===== src/tcpwm_params.svh =====
// Register offsets, field positions and reset values of the timer unit
`ifndef TCPWM_PARAMS_SVH
`define TCPWM_PARAMS_SVH

`define TCPWM_OFS_CTRL 8'h00
`define TCPWM_OFS_PERIOD 8'h04
`define TCPWM_OFS_COMPARE 8'h08
`define TCPWM_OFS_COUNT 8'h0C
`define TCPWM_OFS_CAPTURE 8'h10
`define TCPWM_OFS_DEADBAND 8'h14
`define TCPWM_OFS_STATUS 8'h18
`define TCPWM_OFS_MASK 8'h1C
`define TCPWM_OFS_CMD 8'h20
`define TCPWM_OFS_UNMAPPED 8'hFF

`define TCPWM_CTRL_MODE_LSB 0
`define TCPWM_CTRL_CMP_LSB 2
`define TCPWM_CTRL_CLK_LSB 5
`define TCPWM_CTRL_COMP_BIT 7

`define TCPWM_EVT_TC 0
`define TCPWM_EVT_CMP 1
`define TCPWM_EVT_CAP 2
`define TCPWM_STAT_RUN 3

`define TCPWM_CMD_START 0
`define TCPWM_CMD_STOP 1

`define TCPWM_RST_PERIOD 16'hFFFF
`define TCPWM_RST_COMPARE 16'h8000
`define TCPWM_RST_DEAD 8'h00
`define TCPWM_RST_EVT 3'h0
`define TCPWM_RST_PRESCALE 16'h0004

`endif


===== src/tcpwm_pkg.sv =====
// Types shared by the timer unit modules
package tcpwm_pkg;
   typedef logic [31:0] tcpwm_word_t;
   typedef logic [15:0] tcpwm_count_t;
   typedef enum logic [1:0] {
      MODE_FREE = 2'h0,
      MODE_ONESHOT = 2'h1,
      MODE_ENABLE = 2'h2,
      MODE_SPARE = 2'h3
   } tcpwm_mode_t;
   typedef enum logic [2:0] {
      BELOW_COMPARE = 3'h0,
      BELOW_OR_AT_COMPARE = 3'h1,
      AT_COMPARE = 3'h2,
      ABOVE_OR_AT_COMPARE = 3'h3,
      ABOVE_COMPARE = 3'h4
   } tcpwm_cmp_t;
   typedef enum logic [1:0] {
      CLK_SYS = 2'h0,
      CLK_DIV = 2'h1,
      CLK_EXT_A = 2'h2,
      CLK_EXT_B = 2'h3
   } tcpwm_clk_t;
   typedef enum logic [2:0] {
      DB_DEAD = 3'b001,
      DB_ON_P = 3'b010,
      DB_ON_N = 3'b100
   } tcpwm_db_state_t;
endpackage : tcpwm_pkg


===== src/tcpwm_ahb_slave.sv =====
// AHB-Lite slave front end of the timer unit register file
`include "tcpwm_params.svh"

module tcpwm_ahb_slave (
   // Clock and reset
   input wire logic sys_clk,
   input wire logic reset,
   // AHB-Lite slave side
   input wire logic hsel,
   input wire tcpwm_pkg::tcpwm_word_t haddr,
   input wire logic [1:0] htrans,
   input wire logic hwrite,
   input wire logic [2:0] hsize,
   input wire logic hready,
   input wire tcpwm_pkg::tcpwm_word_t hwdata,
   output logic hreadyout,
   output tcpwm_pkg::tcpwm_word_t hrdata,
   output logic hresp,
   // Register file side
   output logic regWrite,
   output logic [7:0] regAddr,
   output tcpwm_pkg::tcpwm_word_t regWdata,
   input wire tcpwm_pkg::tcpwm_word_t regRdata
);
   import tcpwm_pkg::*;

   logic accept;
   logic wordSize;
   logic inWindow;
   logic pendWrite;
   logic pendRead;

   assign wordSize = (hsize == 3'h2);
   assign inWindow = (haddr[31:8] == 24'h000000);
   assign accept = hsel & htrans[1] & hready & hreadyout;
   assign regWrite = pendWrite;
   assign regWdata = hwdata;

   // Reads take one wait state so that hrdata leaves a flop and a write
   // in the preceding data phase is already visible
   always_ff @(posedge sys_clk or posedge reset) begin
      if (reset) begin
         pendWrite <= 1'b0;
         pendRead <= 1'b0;
         regAddr <= `TCPWM_OFS_UNMAPPED;
         hreadyout <= 1'b1;
         hrdata <= 32'h00000000;
         hresp <= 1'b0;
      end else begin
         pendWrite <= accept & hwrite & wordSize;
         hresp <= 1'b0;
         if (accept) begin
            regAddr <= inWindow ? haddr[7:0] : `TCPWM_OFS_UNMAPPED;
         end
         if (accept & !hwrite) begin
            pendRead <= 1'b1;
            hreadyout <= 1'b0;
         end else if (pendRead) begin
            pendRead <= 1'b0;
            hreadyout <= 1'b1;
            hrdata <= regRdata;
         end
      end
   end
endmodule : tcpwm_ahb_slave


===== src/tcpwm_deadband.sv =====
// Complementary output generator with a programmable dead interval
module tcpwm_deadband #(
   parameter int DEAD_W = 8
) (
   // Clock and reset
   input wire logic sys_clk,
   input wire logic reset,
   // Counting clock and raw comparator level
   input wire logic tick,
   input wire logic rawIn,
   input wire logic [DEAD_W-1:0] deadTicks,
   // Complementary pair
   output logic posOut,
   output logic negOut
);
   import tcpwm_pkg::*;

   tcpwm_db_state_t state;
   tcpwm_db_state_t next_state;
   logic [DEAD_W-1:0] cnt;
   logic noDead;
   logic deadDone;

   assign noDead = (deadTicks == '0);
   assign deadDone = tick & (cnt <= DEAD_W'(1));
   // One state per level, so the two can never be high together
   assign posOut = (state == DB_ON_P);
   assign negOut = (state == DB_ON_N);

   always_comb begin
      next_state = state;
      unique case (state)
         DB_ON_P: begin
            if (!rawIn) begin
               next_state = noDead ? DB_ON_N : DB_DEAD;
            end
         end
         DB_ON_N: begin
            if (rawIn) begin
               next_state = noDead ? DB_ON_P : DB_DEAD;
            end
         end
         DB_DEAD: begin
            if (deadDone) begin
               next_state = rawIn ? DB_ON_P : DB_ON_N;
            end
         end
         default: next_state = DB_DEAD;
      endcase
   end

   always_ff @(posedge sys_clk or posedge reset) begin
      if (reset) begin
         state <= DB_DEAD;
         cnt <= '0;
      end else begin
         state <= next_state;
         if (state != DB_DEAD && next_state == DB_DEAD) begin
            cnt <= deadTicks;
         end else if (state == DB_DEAD && tick && cnt != '0) begin
            cnt <= cnt - DEAD_W'(1);
         end
      end
   end
endmodule : tcpwm_deadband


===== src/tcpwm_core.sv =====
// Timer, counter and pulse-width unit with AHB-Lite registers
//
// Local design decisions: the address map and the AHB-Lite register port.
`include "tcpwm_params.svh"

// Operation
// - 16-bit counter that only counts down
// - Counting tick chosen from several clock sources
// - Comparator modes: below, at or above compare
// - Reload period on start, reset input, terminal count
// - Interrupt on terminal count, compare, capture
// - Capture input latches full count for software
// - Timer reset and capture inputs provided
// - Compare, terminal count, interrupt, complementary outputs
// - Free-running mode reloads and keeps counting
// - One-shot mode halts after single period
// - Enable mode counts only while enable high
// - Complementary outputs never active together
// - Kill input forces compare outputs inactive
module tcpwm_core #(
   parameter logic [15:0] PRESCALE = `TCPWM_RST_PRESCALE,
   parameter int DEAD_W = 8
) (
   // Clock and reset
   input wire logic sys_clk,
   input wire logic reset,
   // AHB-Lite register bus
   input wire logic hsel,
   input wire tcpwm_pkg::tcpwm_word_t haddr,
   input wire logic [1:0] htrans,
   input wire logic hwrite,
   input wire logic [2:0] hsize,
   input wire logic hready,
   input wire tcpwm_pkg::tcpwm_word_t hwdata,
   output logic hreadyout,
   output tcpwm_pkg::tcpwm_word_t hrdata,
   output logic hresp,
   // Timer inputs from the routing fabric
   input wire logic tickInA,
   input wire logic tickInB,
   input wire logic timerResetIn,
   input wire logic captureIn,
   input wire logic enableIn,
   input wire logic killIn,
   // Timer outputs
   output logic cmpOut,
   output logic cmpOutN,
   output logic tcOut,
   output logic irq
);
   import tcpwm_pkg::*;

   logic regWrite;
   logic [7:0] regAddr;
   tcpwm_word_t regWdata;
   tcpwm_word_t regRdata;

   tcpwm_mode_t mode;
   tcpwm_cmp_t cmpMode;
   tcpwm_clk_t clkSel;
   logic compEn;
   tcpwm_count_t period;
   tcpwm_count_t compare;
   tcpwm_count_t count;
   tcpwm_count_t capture;
   logic [DEAD_W-1:0] deadTicks;
   logic [2:0] status;
   logic [2:0] mask;
   logic running;

   logic [15:0] divCnt;
   logic tickAPrev;
   logic tickBPrev;
   logic rstPrev;
   logic capPrev;
   logic cmpPrev;

   tcpwm_count_t next_count;
   logic next_running;
   logic [2:0] next_status;
   logic [2:0] next_mask;

   tcpwm_ahb_slave u_bus (
      .sys_clk(sys_clk),
      .reset(reset),
      .hsel(hsel),
      .haddr(haddr),
      .htrans(htrans),
      .hwrite(hwrite),
      .hsize(hsize),
      .hready(hready),
      .hwdata(hwdata),
      .hreadyout(hreadyout),
      .hrdata(hrdata),
      .hresp(hresp),
      .regWrite(regWrite),
      .regAddr(regAddr),
      .regWdata(regWdata),
      .regRdata(regRdata)
   );

   // Write decode
   logic wrCtrl;
   logic wrPeriod;
   logic wrCompare;
   logic wrDead;
   logic wrStatus;
   logic wrMask;
   logic wrCmd;
   assign wrCtrl = regWrite & (regAddr == `TCPWM_OFS_CTRL);
   assign wrPeriod = regWrite & (regAddr == `TCPWM_OFS_PERIOD);
   assign wrCompare = regWrite & (regAddr == `TCPWM_OFS_COMPARE);
   assign wrDead = regWrite & (regAddr == `TCPWM_OFS_DEADBAND);
   assign wrStatus = regWrite & (regAddr == `TCPWM_OFS_STATUS);
   assign wrMask = regWrite & (regAddr == `TCPWM_OFS_MASK);
   assign wrCmd = regWrite & (regAddr == `TCPWM_OFS_CMD);

   logic startReq;
   logic stopReq;
   assign startReq = wrCmd & regWdata[`TCPWM_CMD_START];
   assign stopReq = wrCmd & regWdata[`TCPWM_CMD_STOP];

   // Counting tick selection
   logic divTick;
   logic tickARise;
   logic tickBRise;
   logic tick;
   assign divTick = (divCnt == 16'h0000);
   assign tickARise = tickInA & !tickAPrev;
   assign tickBRise = tickInB & !tickBPrev;
   assign tick = (clkSel == CLK_SYS) |
                 ((clkSel == CLK_DIV) & divTick) |
                 ((clkSel == CLK_EXT_A) & tickARise) |
                 ((clkSel == CLK_EXT_B) & tickBRise);

   // Reset and capture inputs act on their rising edge
   logic rstEdge;
   logic capEdge;
   assign rstEdge = timerResetIn & !rstPrev;
   assign capEdge = captureIn & !capPrev;

   // Counting core
   logic gate;
   logic step;
   logic atZero;
   logic tcEvent;
   logic tcLevel;
   assign gate = (mode != MODE_ENABLE) | enableIn;
   assign step = running & tick & gate;
   assign atZero = (count == 16'h0000);
   assign tcEvent = step & atZero;
   assign tcLevel = running & atZero;
   // Zero lasts one tick, the reload happens on the tick after it
   assign next_count = (startReq | rstEdge) ? period :
                       !step ? count :
                       !atZero ? count - 16'h0001 :
                       (mode == MODE_ONESHOT) ? count :
                       period;
   assign next_running = stopReq ? 1'b0 :
                         startReq ? 1'b1 :
                         (tcEvent & (mode == MODE_ONESHOT)) ? 1'b0 :
                         running;

   // Comparator
   function automatic logic cmpMatch(input tcpwm_count_t cnt,
                                     input tcpwm_count_t ref_val,
                                     input tcpwm_cmp_t sel);
      logic res;
      res = 1'b0;
      unique case (sel)
         BELOW_COMPARE: res = (cnt < ref_val);
         BELOW_OR_AT_COMPARE: res = (cnt <= ref_val);
         AT_COMPARE: res = (cnt == ref_val);
         ABOVE_OR_AT_COMPARE: res = (cnt >= ref_val);
         ABOVE_COMPARE: res = (cnt > ref_val);
         default: res = 1'b0;
      endcase
      return res;
   endfunction : cmpMatch

   logic cmpTrue;
   logic cmpEvent;
   assign cmpTrue = running & cmpMatch(count, compare, cmpMode);
   assign cmpEvent = cmpTrue & !cmpPrev;

   // Complementary pair follows the raw compare with a dead gap
   logic dbPos;
   logic dbNeg;
   tcpwm_deadband #(
      .DEAD_W(DEAD_W)
   ) u_dead (
      .sys_clk(sys_clk),
      .reset(reset),
      .tick(tick),
      .rawIn(cmpTrue),
      .deadTicks(deadTicks),
      .posOut(dbPos),
      .negOut(dbNeg)
   );

   // Events and interrupt; a new event wins over a clear in the same cycle
   logic [2:0] events;
   logic [2:0] statusClr;
   assign events = {capEdge, cmpEvent, tcEvent};
   assign statusClr = wrStatus ? regWdata[2:0] : 3'h0;
   assign next_status = (status & ~statusClr) | events;
   assign next_mask = wrMask ? regWdata[2:0] : mask;

   logic drive;
   assign drive = running & !killIn;

   // Read mux; count is sampled in one cycle so a read is always coherent
   tcpwm_word_t ctrlWord;
   assign ctrlWord = {24'h000000, compEn, clkSel, cmpMode, mode};
   assign regRdata =
      (regAddr == `TCPWM_OFS_CTRL) ? ctrlWord :
      (regAddr == `TCPWM_OFS_PERIOD) ? {16'h0000, period} :
      (regAddr == `TCPWM_OFS_COMPARE) ? {16'h0000, compare} :
      (regAddr == `TCPWM_OFS_COUNT) ? {16'h0000, count} :
      (regAddr == `TCPWM_OFS_CAPTURE) ? {16'h0000, capture} :
      (regAddr == `TCPWM_OFS_DEADBAND) ? 32'(deadTicks) :
      (regAddr == `TCPWM_OFS_STATUS) ? {28'h0000000, running, status} :
      (regAddr == `TCPWM_OFS_MASK) ? {29'h0000000, mask} :
      32'h00000000;

   // Configuration registers
   always_ff @(posedge sys_clk or posedge reset) begin
      if (reset) begin
         mode <= MODE_FREE;
         cmpMode <= BELOW_COMPARE;
         clkSel <= CLK_SYS;
         compEn <= 1'b0;
         period <= `TCPWM_RST_PERIOD;
         compare <= `TCPWM_RST_COMPARE;
         deadTicks <= DEAD_W'(`TCPWM_RST_DEAD);
      end else begin
         if (wrCtrl) begin
            mode <= tcpwm_mode_t'(regWdata[`TCPWM_CTRL_MODE_LSB +: 2]);
            cmpMode <= tcpwm_cmp_t'(regWdata[`TCPWM_CTRL_CMP_LSB +: 3]);
            clkSel <= tcpwm_clk_t'(regWdata[`TCPWM_CTRL_CLK_LSB +: 2]);
            compEn <= regWdata[`TCPWM_CTRL_COMP_BIT];
         end
         if (wrPeriod) begin
            period <= regWdata[15:0];
         end
         if (wrCompare) begin
            compare <= regWdata[15:0];
         end
         if (wrDead) begin
            deadTicks <= regWdata[DEAD_W-1:0];
         end
      end
   end

   // Prescaler and input edge history
   always_ff @(posedge sys_clk or posedge reset) begin
      if (reset) begin
         divCnt <= 16'h0000;
         tickAPrev <= 1'b0;
         tickBPrev <= 1'b0;
         rstPrev <= 1'b0;
         capPrev <= 1'b0;
         cmpPrev <= 1'b0;
      end else begin
         divCnt <= divTick ? PRESCALE - 16'h0001 : divCnt - 16'h0001;
         tickAPrev <= tickInA;
         tickBPrev <= tickInB;
         rstPrev <= timerResetIn;
         capPrev <= captureIn;
         cmpPrev <= cmpTrue;
      end
   end

   // Counter, capture, status and outputs
   always_ff @(posedge sys_clk or posedge reset) begin
      if (reset) begin
         count <= `TCPWM_RST_PERIOD;
         running <= 1'b0;
         capture <= 16'h0000;
         status <= `TCPWM_RST_EVT;
         mask <= `TCPWM_RST_EVT;
         cmpOut <= 1'b0;
         cmpOutN <= 1'b0;
         tcOut <= 1'b0;
         irq <= 1'b0;
      end else begin
         count <= next_count;
         running <= next_running;
         if (capEdge) begin
            capture <= count;
         end
         status <= next_status;
         mask <= next_mask;
         cmpOut <= drive & (compEn ? dbPos : cmpTrue);
         cmpOutN <= drive & compEn & dbNeg;
         tcOut <= tcLevel;
         irq <= |(next_status & next_mask);
      end
   end
endmodule : tcpwm_core


===== config.mk =====
export PLATFORM = sky130hd
export DESIGN_NAME = tcpwm_core
export DESIGN_NICKNAME = d
export VERILOG_FILES = /design/src/tcpwm_pkg.sv /design/src/tcpwm_ahb_slave.sv /design/src/tcpwm_deadband.sv /design/src/tcpwm_core.sv
export VERILOG_INCLUDE_DIRS = /design/src /design/src/src
export SDC_FILE = /design/constraint.sdc
export NUM_CORES = 1
export LEC_CHECK = 0
export BUFFER_PORTS_ARGS = -buffer_cell sky130_fd_sc_hd__buf_2
export CAP_MARGIN = 10
export CORE_MARGIN = 10
export CORE_UTILIZATION = 39
export CTS_CLUSTER_SIZE = 14
export DETAILED_ROUTE_END_ITERATION = 8
export PLACE_DENSITY = 0.63
export SKIP_CTS_REPAIR_TIMING = 1
export SLEW_MARGIN = 30
export SYNTH_ARGS = -nofsm -noshare
export SYNTH_HDL_FRONTEND = slang
export SYNTH_SLANG_ARGS = --single-unit
export TNS_END_PERCENT = 50

===== constraint.sdc =====
create_clock -name sys_clk -period 4.45 [get_ports sys_clk]
set_input_delay 0.89 -clock sys_clk [delete_from_list [all_inputs] [get_ports sys_clk]]
set_output_delay 0.89 -clock sys_clk [all_outputs]
set_load 0.02 [all_outputs]

-- Word level (Yosys, flattened, before mapping)
Index checks and enable logic that the tools add are counted.
- multiplexer cells: 33
- add/sub/neg operators: 3
- equality and inequality tests: 25
- reduce and logical (&&, ||, !) cells: 25
- $lt $le $gt $ge: 5
- bitwise logic cells: 44
- operators with widths (kind ; count):
    $mux 16 ; 10
    $and 1x1->1 ; 34
    $eq 8x5->1 const B ; 4
    $logic_not 16->1 ; 2
    $mux 8 ; 4
    $sub 16x1->16 const B ; 2
    $logic_not 24->1 ; 1
    $mux 3 ; 8
    $eq 16x16->1 ; 1
    $eq 8x4->1 const B ; 2
    $ge 16x16->1 ; 1
    $gt 16x16->1 ; 1
    $le 16x16->1 ; 1
    $logic_not 8->1 ; 2
    $lt 16x16->1 ; 1
    $eq 3x2->1 const B ; 4
    $eq 3x1->1 const B ; 3
    $pmux 3 s3 ; 1
    $eq 8x3->1 const B ; 1
    $eq 8x6->1 const B ; 1
    $le 8x1->1 const B ; 1
    $reduce_bool 8->1 ; 1
    $sub 8x1->8 const B ; 1
    $logic_not 1->1 ; 7
    22 further kinds ; 41
- output and inout bits: 38
- register bits: 166
- logic and storage cells: 164
- bits of input ports: 80

-- Longest topological paths before layout
Gate-level depths: netlist of the first run.
- depth in word-level cells: 12
- mapped depth: 12
- depth with buffers taken out: 11

-- Modules after synthesis
A second synthesis of the first run with hierarchy kept.
- cells, all modules: 832
- area, all modules: 8907.3 µm²
- by module, submodules not included (module ; times used ; area an instance (µm²) ; seq. area each (µm²) ; cells each):
    tcpwm_core ; 1 ; 6057.1 ; 2844.0 ; 595
    tcpwm_ahb_slave ; 1 ; 2023.2 ; 1087.3 ; 156
    tcpwm_deadband ; 1 ; 827.0 ; 276.5 ; 81

-- Worst setup path after synthesis of the first run
OpenSTA, ideal clock, no wires.
- kind: reg-to-reg
- from: reg compare[15]
- to: reg u_dead.cnt[0]
- setup time: 125 ps
- data required time: 4325 ps
- clock period less this slack: 3194 ps
- cell stages (with the launch flop): 11
- arrival time: 3069 ps
- slack: 1256 ps
- buffers on the path: 0
- cells stage by stage: dfstp_2 inv_1 ha_1 nand4_1 or3_1 a21o_1 and3_4 a311oi_4 mux2_4 nor3_4 mux2_2
- longest elaborated chain between the ends: 9
- elaborated cells on any way between the ends: 16
- classes of those cells: order compare: 4; eq/ne: 2; mux: 7; bitwise: 1; reduce/logical: 2
- ends and longest elaborated chain (what ; RTL line ; RTL):
    start, declared ; tcpwm_core.sv:63 ; tcpwm_count_t compare;
    start signal, assigned ; tcpwm_core.sv:234 ; compare <= `TCPWM_RST_COMPARE;
    start signal, assigned ; tcpwm_core.sv:247 ; compare <= regWdata[15:0];
    $gt 16x16->1, or another cell as far along ; tcpwm_core.sv:175 ; ABOVE_COMPARE: res = (cnt > ref_val);
    $pmux 1 s5 (*) ; tcpwm_core.sv:170 ; unique case (sel)
    $and 1x1->1 (*) ; tcpwm_core.sv:183 ; assign cmpTrue = running & cmpMatch(count, compare, cmpMode);
    $mux 3 ; tcpwm_deadband.sv:45 ; next_state = rawIn ? DB_ON_P : DB_ON_N;
    $mux 3 ; tcpwm_deadband.sv:44 ; if (deadDone) begin
    $pmux 3 s3 (*) ; tcpwm_deadband.sv:32 ; unique case (state)
    $eq 3x1->1 (*) ; tcpwm_deadband.sv:58 ; if (state != DB_DEAD && next_state == DB_DEAD) begin
    $logic_and 1x1->1 (*) ; tcpwm_deadband.sv:58 ;
    $mux 8 or $reduce_bool 2->1 (tied branches) ; - ;
    end signal, assigned ; tcpwm_deadband.sv:59 ; cnt <= deadTicks;
    end signal, assigned ; tcpwm_deadband.sv:61 ; cnt <= cnt - DEAD_W'(1);
    end, declared ; tcpwm_deadband.sv:20 ; logic [DEAD_W-1:0] cnt;
Mark *: on every way between the ends. The rest lies on a longest branch, timed or not.
A chain may end at the register's enable or synchronous reset.

-- Worst setup path in the final report of the first run
- from: reg count[7]
- to: reg u_dead.cnt[2]
- longest elaborated chain between the ends: 9
- elaborated cells on any way between the ends: 16
- classes of those cells: order compare: 4; eq/ne: 2; mux: 7; bitwise: 1; reduce/logical: 2
- ends and longest elaborated chain (what ; RTL line ; RTL):
    start, declared ; tcpwm_core.sv:64 ; tcpwm_count_t count;
    start signal, assigned ; tcpwm_core.sv:277 ; count <= `TCPWM_RST_PERIOD;
    start signal, assigned ; tcpwm_core.sv:287 ; count <= next_count;
    $gt 16x16->1, or another cell as far along ; tcpwm_core.sv:175 ;
    $pmux 1 s5 (*) ; tcpwm_core.sv:170 ;
    $and 1x1->1 (*) ; tcpwm_core.sv:183 ;
    $mux 3 ; tcpwm_deadband.sv:45 ;
    $mux 3 ; tcpwm_deadband.sv:44 ;
    $pmux 3 s3 (*) ; tcpwm_deadband.sv:32 ;
    $eq 3x1->1 (*) ; tcpwm_deadband.sv:58 ;
    $logic_and 1x1->1 (*) ; tcpwm_deadband.sv:58 ;
    $mux 8 or $reduce_bool 2->1 (tied branches) ; - ;
Marked as above.

==> impl_metrics.ini, run 1 <==
[synth]
synth-seq-cells = 150
ys.flop_type = dfrtp_1
yosys.area.top_type = dfrtp_1
synth_mux_area_frac = 0.105
yosys.area.top_type_share = 0.344
synth_edf_count = 0
synth_most_common_cell = dfrtp_1
yosys.area_share.simple = 0.155
async_flop_share = 1.00
synth_cell_types = 65
synthTopCellsByArea = dfrtp_1 (34%), dfstp_2 (15%), mux2_2 (10%)
synth_adder_area_share = 0.0321
synth-seq-area-share = 0.489
synth-xor-area-share = 0.0180
synth_compound_area_frac = 0.149
synth_top_family_by_area = simple AND/OR/NAND/NOR gates
netlist_area_sq_mm = 0.00779
syn_inst = 750
synth_commonest_cells = dfrtp_1 (107), mux2_2 (71), nor2_1 (61), nand2_1 (57), a21oi_1 (45)
synth_warnings = 0
syn_area_per_cell_sq_um = 10.4

[cells_and_area]
syn_to_final_growth_pct = 16.4
layout.nets = 934
finish.utilization = 0.463
layout.cells.non_filler = 1113
fin_area_sq_mm = 0.00907
n_fill_cell = 1869
ff_latch_area_sq_mm = 0.00381
multi_input_area_sq_mm = 0.00365
drive_gt1_frac = 0.305

[setup_path]
cp.required_ps = 4770
rrSetupSlack_ps = 870
arrival_ps = 3900
critPathKind = reg -> reg
worstPathMaxFanout = 9
startpoint_type = register
critPathCaptureType = register

[cts]
cts.sinks = 150
htree_levels = 4
clk_pin_slew_worst_paths_ps = 60
cts_buffers = 17
cts_tree = built
cts.path.max_buffers = 2
clk_latency_ps = 440
root_buffer = clkbuf_16

[floorplanning]
die_height_microns = 161
start_util = 0.398
die_w_microns = 161
pin_count = 118
fp-row-count = 51
placeableCoreArea_sq_mm = 0.0196
die_area_sq_mm = 0.0260

[detailed_routing]
met1_length_mm = 9.08
dr_wl_met2_mm = 9.31
detail-route-antenna-nets = 0
vias_per_cell = 5.30
drt_iter0_drc = 402
top_layer = met4
dr_total_vias = 5904
wl_per_cell_microns = 17.5
firstDrtPassIters = 6
dr_wl_met3_microns = 887
drcViolationCount = 0
wl_mm = 19.5

[pwr]
ir_worst_vdd_v = 0.000301
p_leak_nw = 3.96
power_density_mw_per_mm2 = 427

[timing]
finalCritPeriodShare = 0.806
totalNegativeSetupSlack_ps = 0
setup_viol = 0
finalMaxSlewViolations = 0
hold_viol_final = 0
period_needed_ps = 3580
tightest_slew_ps = 903
max_slew_margin = 0.397
timing.clock.skew_ps = 11.6
fin_ws_ps = 865
fmax_mhz = 279
rsz0062_at_grt = no

[global_routing]
grt_start_max_net_pins = 69
grt_pass1_wl_mm = 31.9
track_usage = 0.151
grt_pass1_vias = 5867
overflow = 0
antenna_found_initial = 1

[flow_run]
max_cap_viol_count = 0

[outcome]
outcome = finished clean

[hold_path]
hold_class = reg -> reg

[place]
place_worst_setup_slack_ps = 840
gp_congestion = 0.853
portBuffers = 83
dp_hpwl_mm = 13.9
place_inst = 1080
place_area_sq_mm = 0.00847
-- flip-flops by register name, indices dropped and copies added, names as in the netlist, 8 cells and up --
signal,cells
u_bus.hrdata,16
u_bus.regAddr,8
capture,16
period,16
count,16
deadTicks,8
u_dead.cnt,8
compare,16
divCnt,16
-- routing by layer --
layer / vias to the layer above / GRT usage
li1: 2884 / -
met1: 2856 / 0.200
met2: 144 / 0.238
met3: 20 / 0.0346
met4: 0 / 0.0488
met5: - / 0
-- path summary, 6_finish.rpt --
kind	startpoint	to	depth (start not counted)
min in group asynchronous	reset	u_bus.hrdata[0]	2
max in group asynchronous	reset	u_bus.hrdata[6]	3
worst max register to register	count[7]	u_dead.cnt[2]	10
worst min-delay path	u_bus.hrdata[0]	u_bus.hrdata[0]	2
worst max-delay path	count[7]	u_dead.cnt[2]	10
worst min register to register	u_bus.hrdata[0]	u_bus.hrdata[0]	2
-- final cells by class --
| class | instances | share of cell area |
|---|---|---|
| Inverter | 41 | 0.0174 |
| Tap cell | 265 | 0.0366 |
| Timing Repair Buffer | 96 | 0.0579 |
| Multi-Input combinational cell | 528 | 0.403 |
| Sequential cell | 150 | 0.420 |
| Antenna cell | 1 | 0.000276 |
| Clock buffer | 20 | 0.0493 |
| Clock inverter | 12 | 0.0157 |
-- cells by family after synthesis --
group,count (synthesis)
compound gates,172
fa+ha+maj,20
other cells,1
flops,150
simple gates,231
buf+inv,88
xor+xnor,16
mux,72
-- report_power, final --
group	leakage [nW]	switching [W]	total (W)	internal (W)
sequential	1.79	0.000203	0.00180	0.00160
clock	0.286	0.000609	0.00146	0.000850
combinational	1.89	0.000320	0.000610	0.000289
-- metrics by stage --
step | total power, W | hold WS (ps)
after floorplan | 0.00224 | 426
after global placement | 0.00241 | 451
after detailed placement | 0.00244 | 460
after CTS | 0.00390 | 470
after global routing | 0.00408 | 484
final | 0.00387 | 472
-- worst max-delay path, stage by stage, from the launching register on --
cell,delay (ps)
dfstp_2,630
ha_1,290
a21oi_1,140
o21ai_0,140
a221oi_1,480
a32oi_2,210
a311oi_4,280
buf_4,220
mux2_4,320
nor3_4,380
mux2_2,380
-- placed cells by master (no fill, tap or decap), drive strengths merged, types with 5 or more instances in the layout --
cell type / n
ha: 20
o21ai: 42
mux2: 72
a222oi: 12
nand2: 57
a21oi: 46
dfrtp: 107
a21o: 11
clkbuf: 20
a22oi: 14
nand4: 11
clkinv: 5
or4: 7
xnor2: 10
nor2: 61
xor2: 6
o22a: 8
nand3: 7
or3: 9
dfstp: 43
inv: 44
a221oi: 7
buf: 96
conb: 17
and2: 6
nor2b: 7
nor3: 21
o22ai: 6
nor4: 17
Note: power is estimated with default switching activity, not from simulation.
==> inputs of run 2 (changes only) <==
==> constraint.sdc (replaced) <==
create_clock -name sys_clk -period 3.2 [get_ports sys_clk]
set_input_delay 0.64 -clock sys_clk [delete_from_list [all_inputs] [get_ports sys_clk]]
set_output_delay 0.64 -clock sys_clk [all_outputs]
set_load 0.02 [all_outputs]
==> impl_metrics.ini, run 2 (synthesized netlist as in run 1, its figures left out) <==
[detailed_routing]
dr_total_vias = 5971
wl_per_cell_microns = 17.5
drt_iter0_drc = 447
vias_per_cell = 5.25
detail-route-antenna-nets = 0
drcViolationCount = 0
firstDrtPassIters = 7
wl_mm = 19.9

[pwr]
finalPower_w = 0.00553
power.switching_w = 0.00157
ir_worst_vdd_v = 0.000375
p_comb_frac = 0.188
p_leak_nw = 4.11
switching_share = 0.285
power_density_mw_per_mm2 = 592
p_int_w = 0.00396
p_seq_frac = 0.439
p_clk_frac = 0.373

[floorplanning]
placeableCoreArea_sq_mm = 0.0196
die_area_sq_mm = 0.0260
fp-row-count = 51
start_util = 0.398
die_w_microns = 161
pin_count = 118
die_height_microns = 161

[global_routing]
met3_usage = 0.0336
grtUsageMet1 = 0.195
antenna_found_initial = 1
grt_pass1_vias = 6184
busiest_layer = met2
track_usage = 0.155
overflow = 0
use_met2 = 0.259
grt_start_max_net_pins = 151
grt_pass1_wl_mm = 32.6

[timing]
hold_viol_final = 0
period_needed_ps = 3120
totalNegativeSetupSlack_ps = 0
tightest_slew_ps = 858
max_slew_margin = 0.427
finalCritPeriodShare = 0.974
finalMaxSlewViolations = 0
fmax_mhz = 321
timing.clock.skew_ps = 8.69
setup_viol = 0

[cts]
htree_levels = 4
cts_tree = built
root_buffer = clkbuf_16
cts.sinks = 150
cts_buffers = 17
clk_latency_ps = 430
cts.path.max_buffers = 2
clk_pin_slew_worst_paths_ps = 70

[setup_path]
cp_slowest_cell = dfstp_2
cp.required_ps = 3510
worstPathMaxFanout = 4
path_cells = inv_1 -> ha_4 -> nand4_1 -> or3_1 -> a21o_1 -> and3_4 -> a311oi_4 -> mux2_4 -> nor3_4 -> mux2_2
startpoint_type = register
critPathKind = reg -> reg
max_stage_delay_ps = 540
arrival_ps = 3430
critPathCaptureType = register

[place]
gp_congestion = 0.830
portBuffers = 83
place_inst = 1101
dp_hpwl_mm = 14.3

[outcome]
outcome = finished clean

[cells_and_area]
finish.utilization = 0.476
syn_to_final_growth_pct = 19.8
drive_gt1_frac = 0.328
layout.nets = 959
final_cell_mix = dfrtp_1 (107), buf_2 (83), mux2_2 (71), nor2_1 (61), nand2_1 (57)
layout_commonest_cell = dfrtp_1
layout.cells.non_filler = 1138

[hold_path]
hold_class = in -> reg

[flow_run]
max_cap_viol_count = 0
## run 2: changes by cell type in the layout (fill, tap and decap cells not counted), sizes merged
cell,before,now
bufinv,2,3
clkbuf,20,21
buf,96,121
inv,44,42
## run 2: layout make-up
cell class / instances / area (sq um)
Clock buffer: 21 / 450
Timing Repair Buffer: 121 / 738
Antenna cell: 1 / 2.50
Multi-Input combinational cell: 528 / 3700
Inverter: 41 / 158
Tap cell: 265 / 332
Sequential cell: 150 / 3810
Fill cell: 1880 / 10300
Clock inverter: 11 / 148
## run 2: worst max-delay path, delay by kind of cell (launching register included)
| kind | cells | cell delay, ps |
|---|---|---|
| buf+inv | 1 | 70 |
| compound gates | 2 | 460 |
| simple gates | 4 | 960 |
| fa+ha+maj | 1 | 270 |
| flops | 1 | 540 |
| mux | 2 | 710 |
## run 2: power groups by stage
stage	Clock [W]	Sequential [W]	Combinational (W)
finish	0.00206	0.00243	0.00104
global route	0.00217	0.00247	0.00119
CTS	0.00210	0.00242	0.00102
detailed placement	0	0.00245	0.00101
global placement	0	0.00244	0.000985
floorplan	0	0.00244	0.000680
## run 2: final timing paths
check | startpoint | to | slack [ps] | depth (start not counted)
hold reg to reg | divCnt[0] | divCnt[0] | 460 | 1
setup / recovery | compare[15] | u_dead.cnt[1] | 80 | 10
setup reg to reg | compare[15] | u_dead.cnt[1] | 80 | 10
hold / removal | tickInA | tickAPrev | 330 | 1
max in group asynchronous | reset | compare[4] | 2170 | 3
min in group asynchronous | reset | u_bus.hrdata[0] | 430 | 3
## run 2: metal layers
layer | share of wire | vias to the layer above | wire length, microns
met1 | 0.45 | 2921 | 8900
met2 | 0.50 | 116 | 9920
met5 | 0 | - | 0
met4 | 0.013 | 0 | 254
li1 | - | 2916 | -
met3 | 0.044 | 18 | 874
## run 2: through the flow
step | hold WS (ps) | setup WS (ps) | area (sq um)
2_1_floorplan | 426 | 6.21 | 7860
3_3_place_gp | 447 | 39.7 | 8650
3_5_place_dp | 454 | 0.965 | 8650
4_1_cts | 317 | -23.5 | 9250
5_1_grt | 321 | -4.92 | 9330
6_report | 327 | 81.8 | 9330
==> inputs of run 3 (changes only) <==
--- a/config.mk
+++ b/config.mk
@@ -10,11 +10,11 @@
 export CAP_MARGIN = 10
 export CORE_MARGIN = 10
 export CORE_UTILIZATION = 39
+export CTS_BUF_LIST = sky130_fd_sc_hd__clkbuf_16
 export CTS_CLUSTER_SIZE = 14
 export DETAILED_ROUTE_END_ITERATION = 8
 export PLACE_DENSITY = 0.63
 export SKIP_CTS_REPAIR_TIMING = 1
-export SLEW_MARGIN = 30
 export SYNTH_ARGS = -nofsm -noshare
 export SYNTH_HDL_FRONTEND = slang
 export SYNTH_SLANG_ARGS = --single-unit
==> impl_metrics.ini, run 3 (synthesized netlist as in run 1, its figures left out) <==
[detailed_routing]
drt_iter0_drc = 448
wl_per_cell_microns = 17.5
firstDrtPassIters = 7
vias_per_cell = 5.25
dr_total_vias = 5973
detail-route-antenna-nets = 0
wl_mm = 20.0
drcViolationCount = 0

[pwr]
finalPower_w = 0.00549
power_density_mw_per_mm2 = 589
p_leak_nw = 4.12
ir_worst_vdd_v = 0.000375

[global_routing]
grt_start_max_net_pins = 151
met3_usage = 0.0336
grtUsageMet1 = 0.195
track_usage = 0.155
grt_pass1_vias = 6184
busiest_layer = met2
grt_pass1_wl_mm = 32.6
antenna_found_initial = 1
overflow = 0
use_met2 = 0.259

[place]
dp_hpwl_mm = 14.3
gp_congestion = 0.830
portBuffers = 83

[floorplanning]
fp-row-count = 51
placeableCoreArea_sq_mm = 0.0196
die_area_sq_mm = 0.0260
start_util = 0.398
die_w_microns = 161
die_height_microns = 161
pin_count = 118

[cts]
htree_levels = 4
root_buffer = clkbuf_16
clk_pin_slew_worst_paths_ps = 70
clk_latency_ps = 430
cts_tree = built
cts.path.max_buffers = 2
cts.sinks = 150
cts_buffers = 17

[timing]
max_slew_margin = 0.429
hold_viol_final = 0
finalMaxSlewViolations = 0
fmax_mhz = 321
totalNegativeSetupSlack_ps = 0
period_needed_ps = 3120
tightest_slew_ps = 854
setup_viol = 0
finalCritPeriodShare = 0.975
timing.clock.skew_ps = 8.40

[cells_and_area]
syn_to_final_growth_pct = 19.7
final_cell_mix = dfrtp_1 (107), buf_2 (83), mux2_2 (71), nor2_1 (61), nand2_1 (57)
layout_commonest_cell = dfrtp_1
layout.nets = 959
drive_gt1_frac = 0.327

[hold_path]
hold_class = in -> reg

[setup_path]
critPathCaptureType = register
critPathKind = reg -> reg
worstPathMaxFanout = 4
cp.required_ps = 3510
startpoint_type = register
arrival_ps = 3430

[outcome]
outcome = finished clean

[flow_run]
max_cap_viol_count = 0
-- run 3: cell types whose count changed in the layout (fill, tap and decap cells not counted) --
cell      delta
clkinv_1     +1
clkbuf_1     -3
inv_1        +3
clkbuf_8     -1
-- run 3: layout make-up --
class	instances	area (sq um)
Sequential cell	150	3810
Timing Repair Buffer	121	738
Inverter	41	158
Clock inverter	15	163
Fill cell	1883	10300
Antenna cell	1	2.50
Multi-Input combinational cell	528	3700
Clock buffer	17	425
Tap cell	265	332
-- run 3: path summary, 6_finish.rpt --
path / startpoint / endpoint / slack (ps) / depth (start not counted)
min in group asynchronous: reset / u_bus.hrdata[0] / 430 / 3
max in group asynchronous: reset / compare[4] / 2170 / 3
min: tickInA / tickAPrev / 330 / 1
min reg2reg: divCnt[0] / divCnt[0] / 450 / 1
max: compare[15] / u_dead.cnt[1] / 80 / 10
max reg2reg: compare[15] / u_dead.cnt[1] / 80 / 10
-- run 3: power breakdown --
group	internal, W	leakage (nW)	switching [W]
logic	0.000485	2.04	0.000555
registers	0.00222	1.79	0.000206
clock network	0.00122	0.299	0.000810
-- run 3: critical path, stage by stage (launching register included) --
cell and delay (ps):
dfstp_2 540, inv_1 70, ha_4 270, nand4_1 170, or3_1 350, a21o_1 180
and3_4 180, a311oi_4 280, mux2_4 350, nor3_4 260, mux2_2 360
-- run 3: metrics by stage --
stage / hold WS (ps) / std cells / utilization / area, sq um / setup WS (ps)
floorplan: 426 / 766 / - / 7860 / 6.21
global placement: 447 / 1101 / 0.442 / 8650 / 39.7
finish: 327 / 1138 / 0.476 / 9320 / 81.6
CTS: 317 / 1133 / 0.472 / 9240 / -23.5
detailed placement: 454 / 1101 / 0.442 / 8650 / 0.965
global route: 320 / 1138 / 0.476 / 9320 / -6.09
-- run 3: metal layers --
metal  up-vias  wire length (microns)
li1       2916                      -
met1      2916                   8910
met2       123                   9930
met3        18                    866
met4         0                    254
met5         -                      0
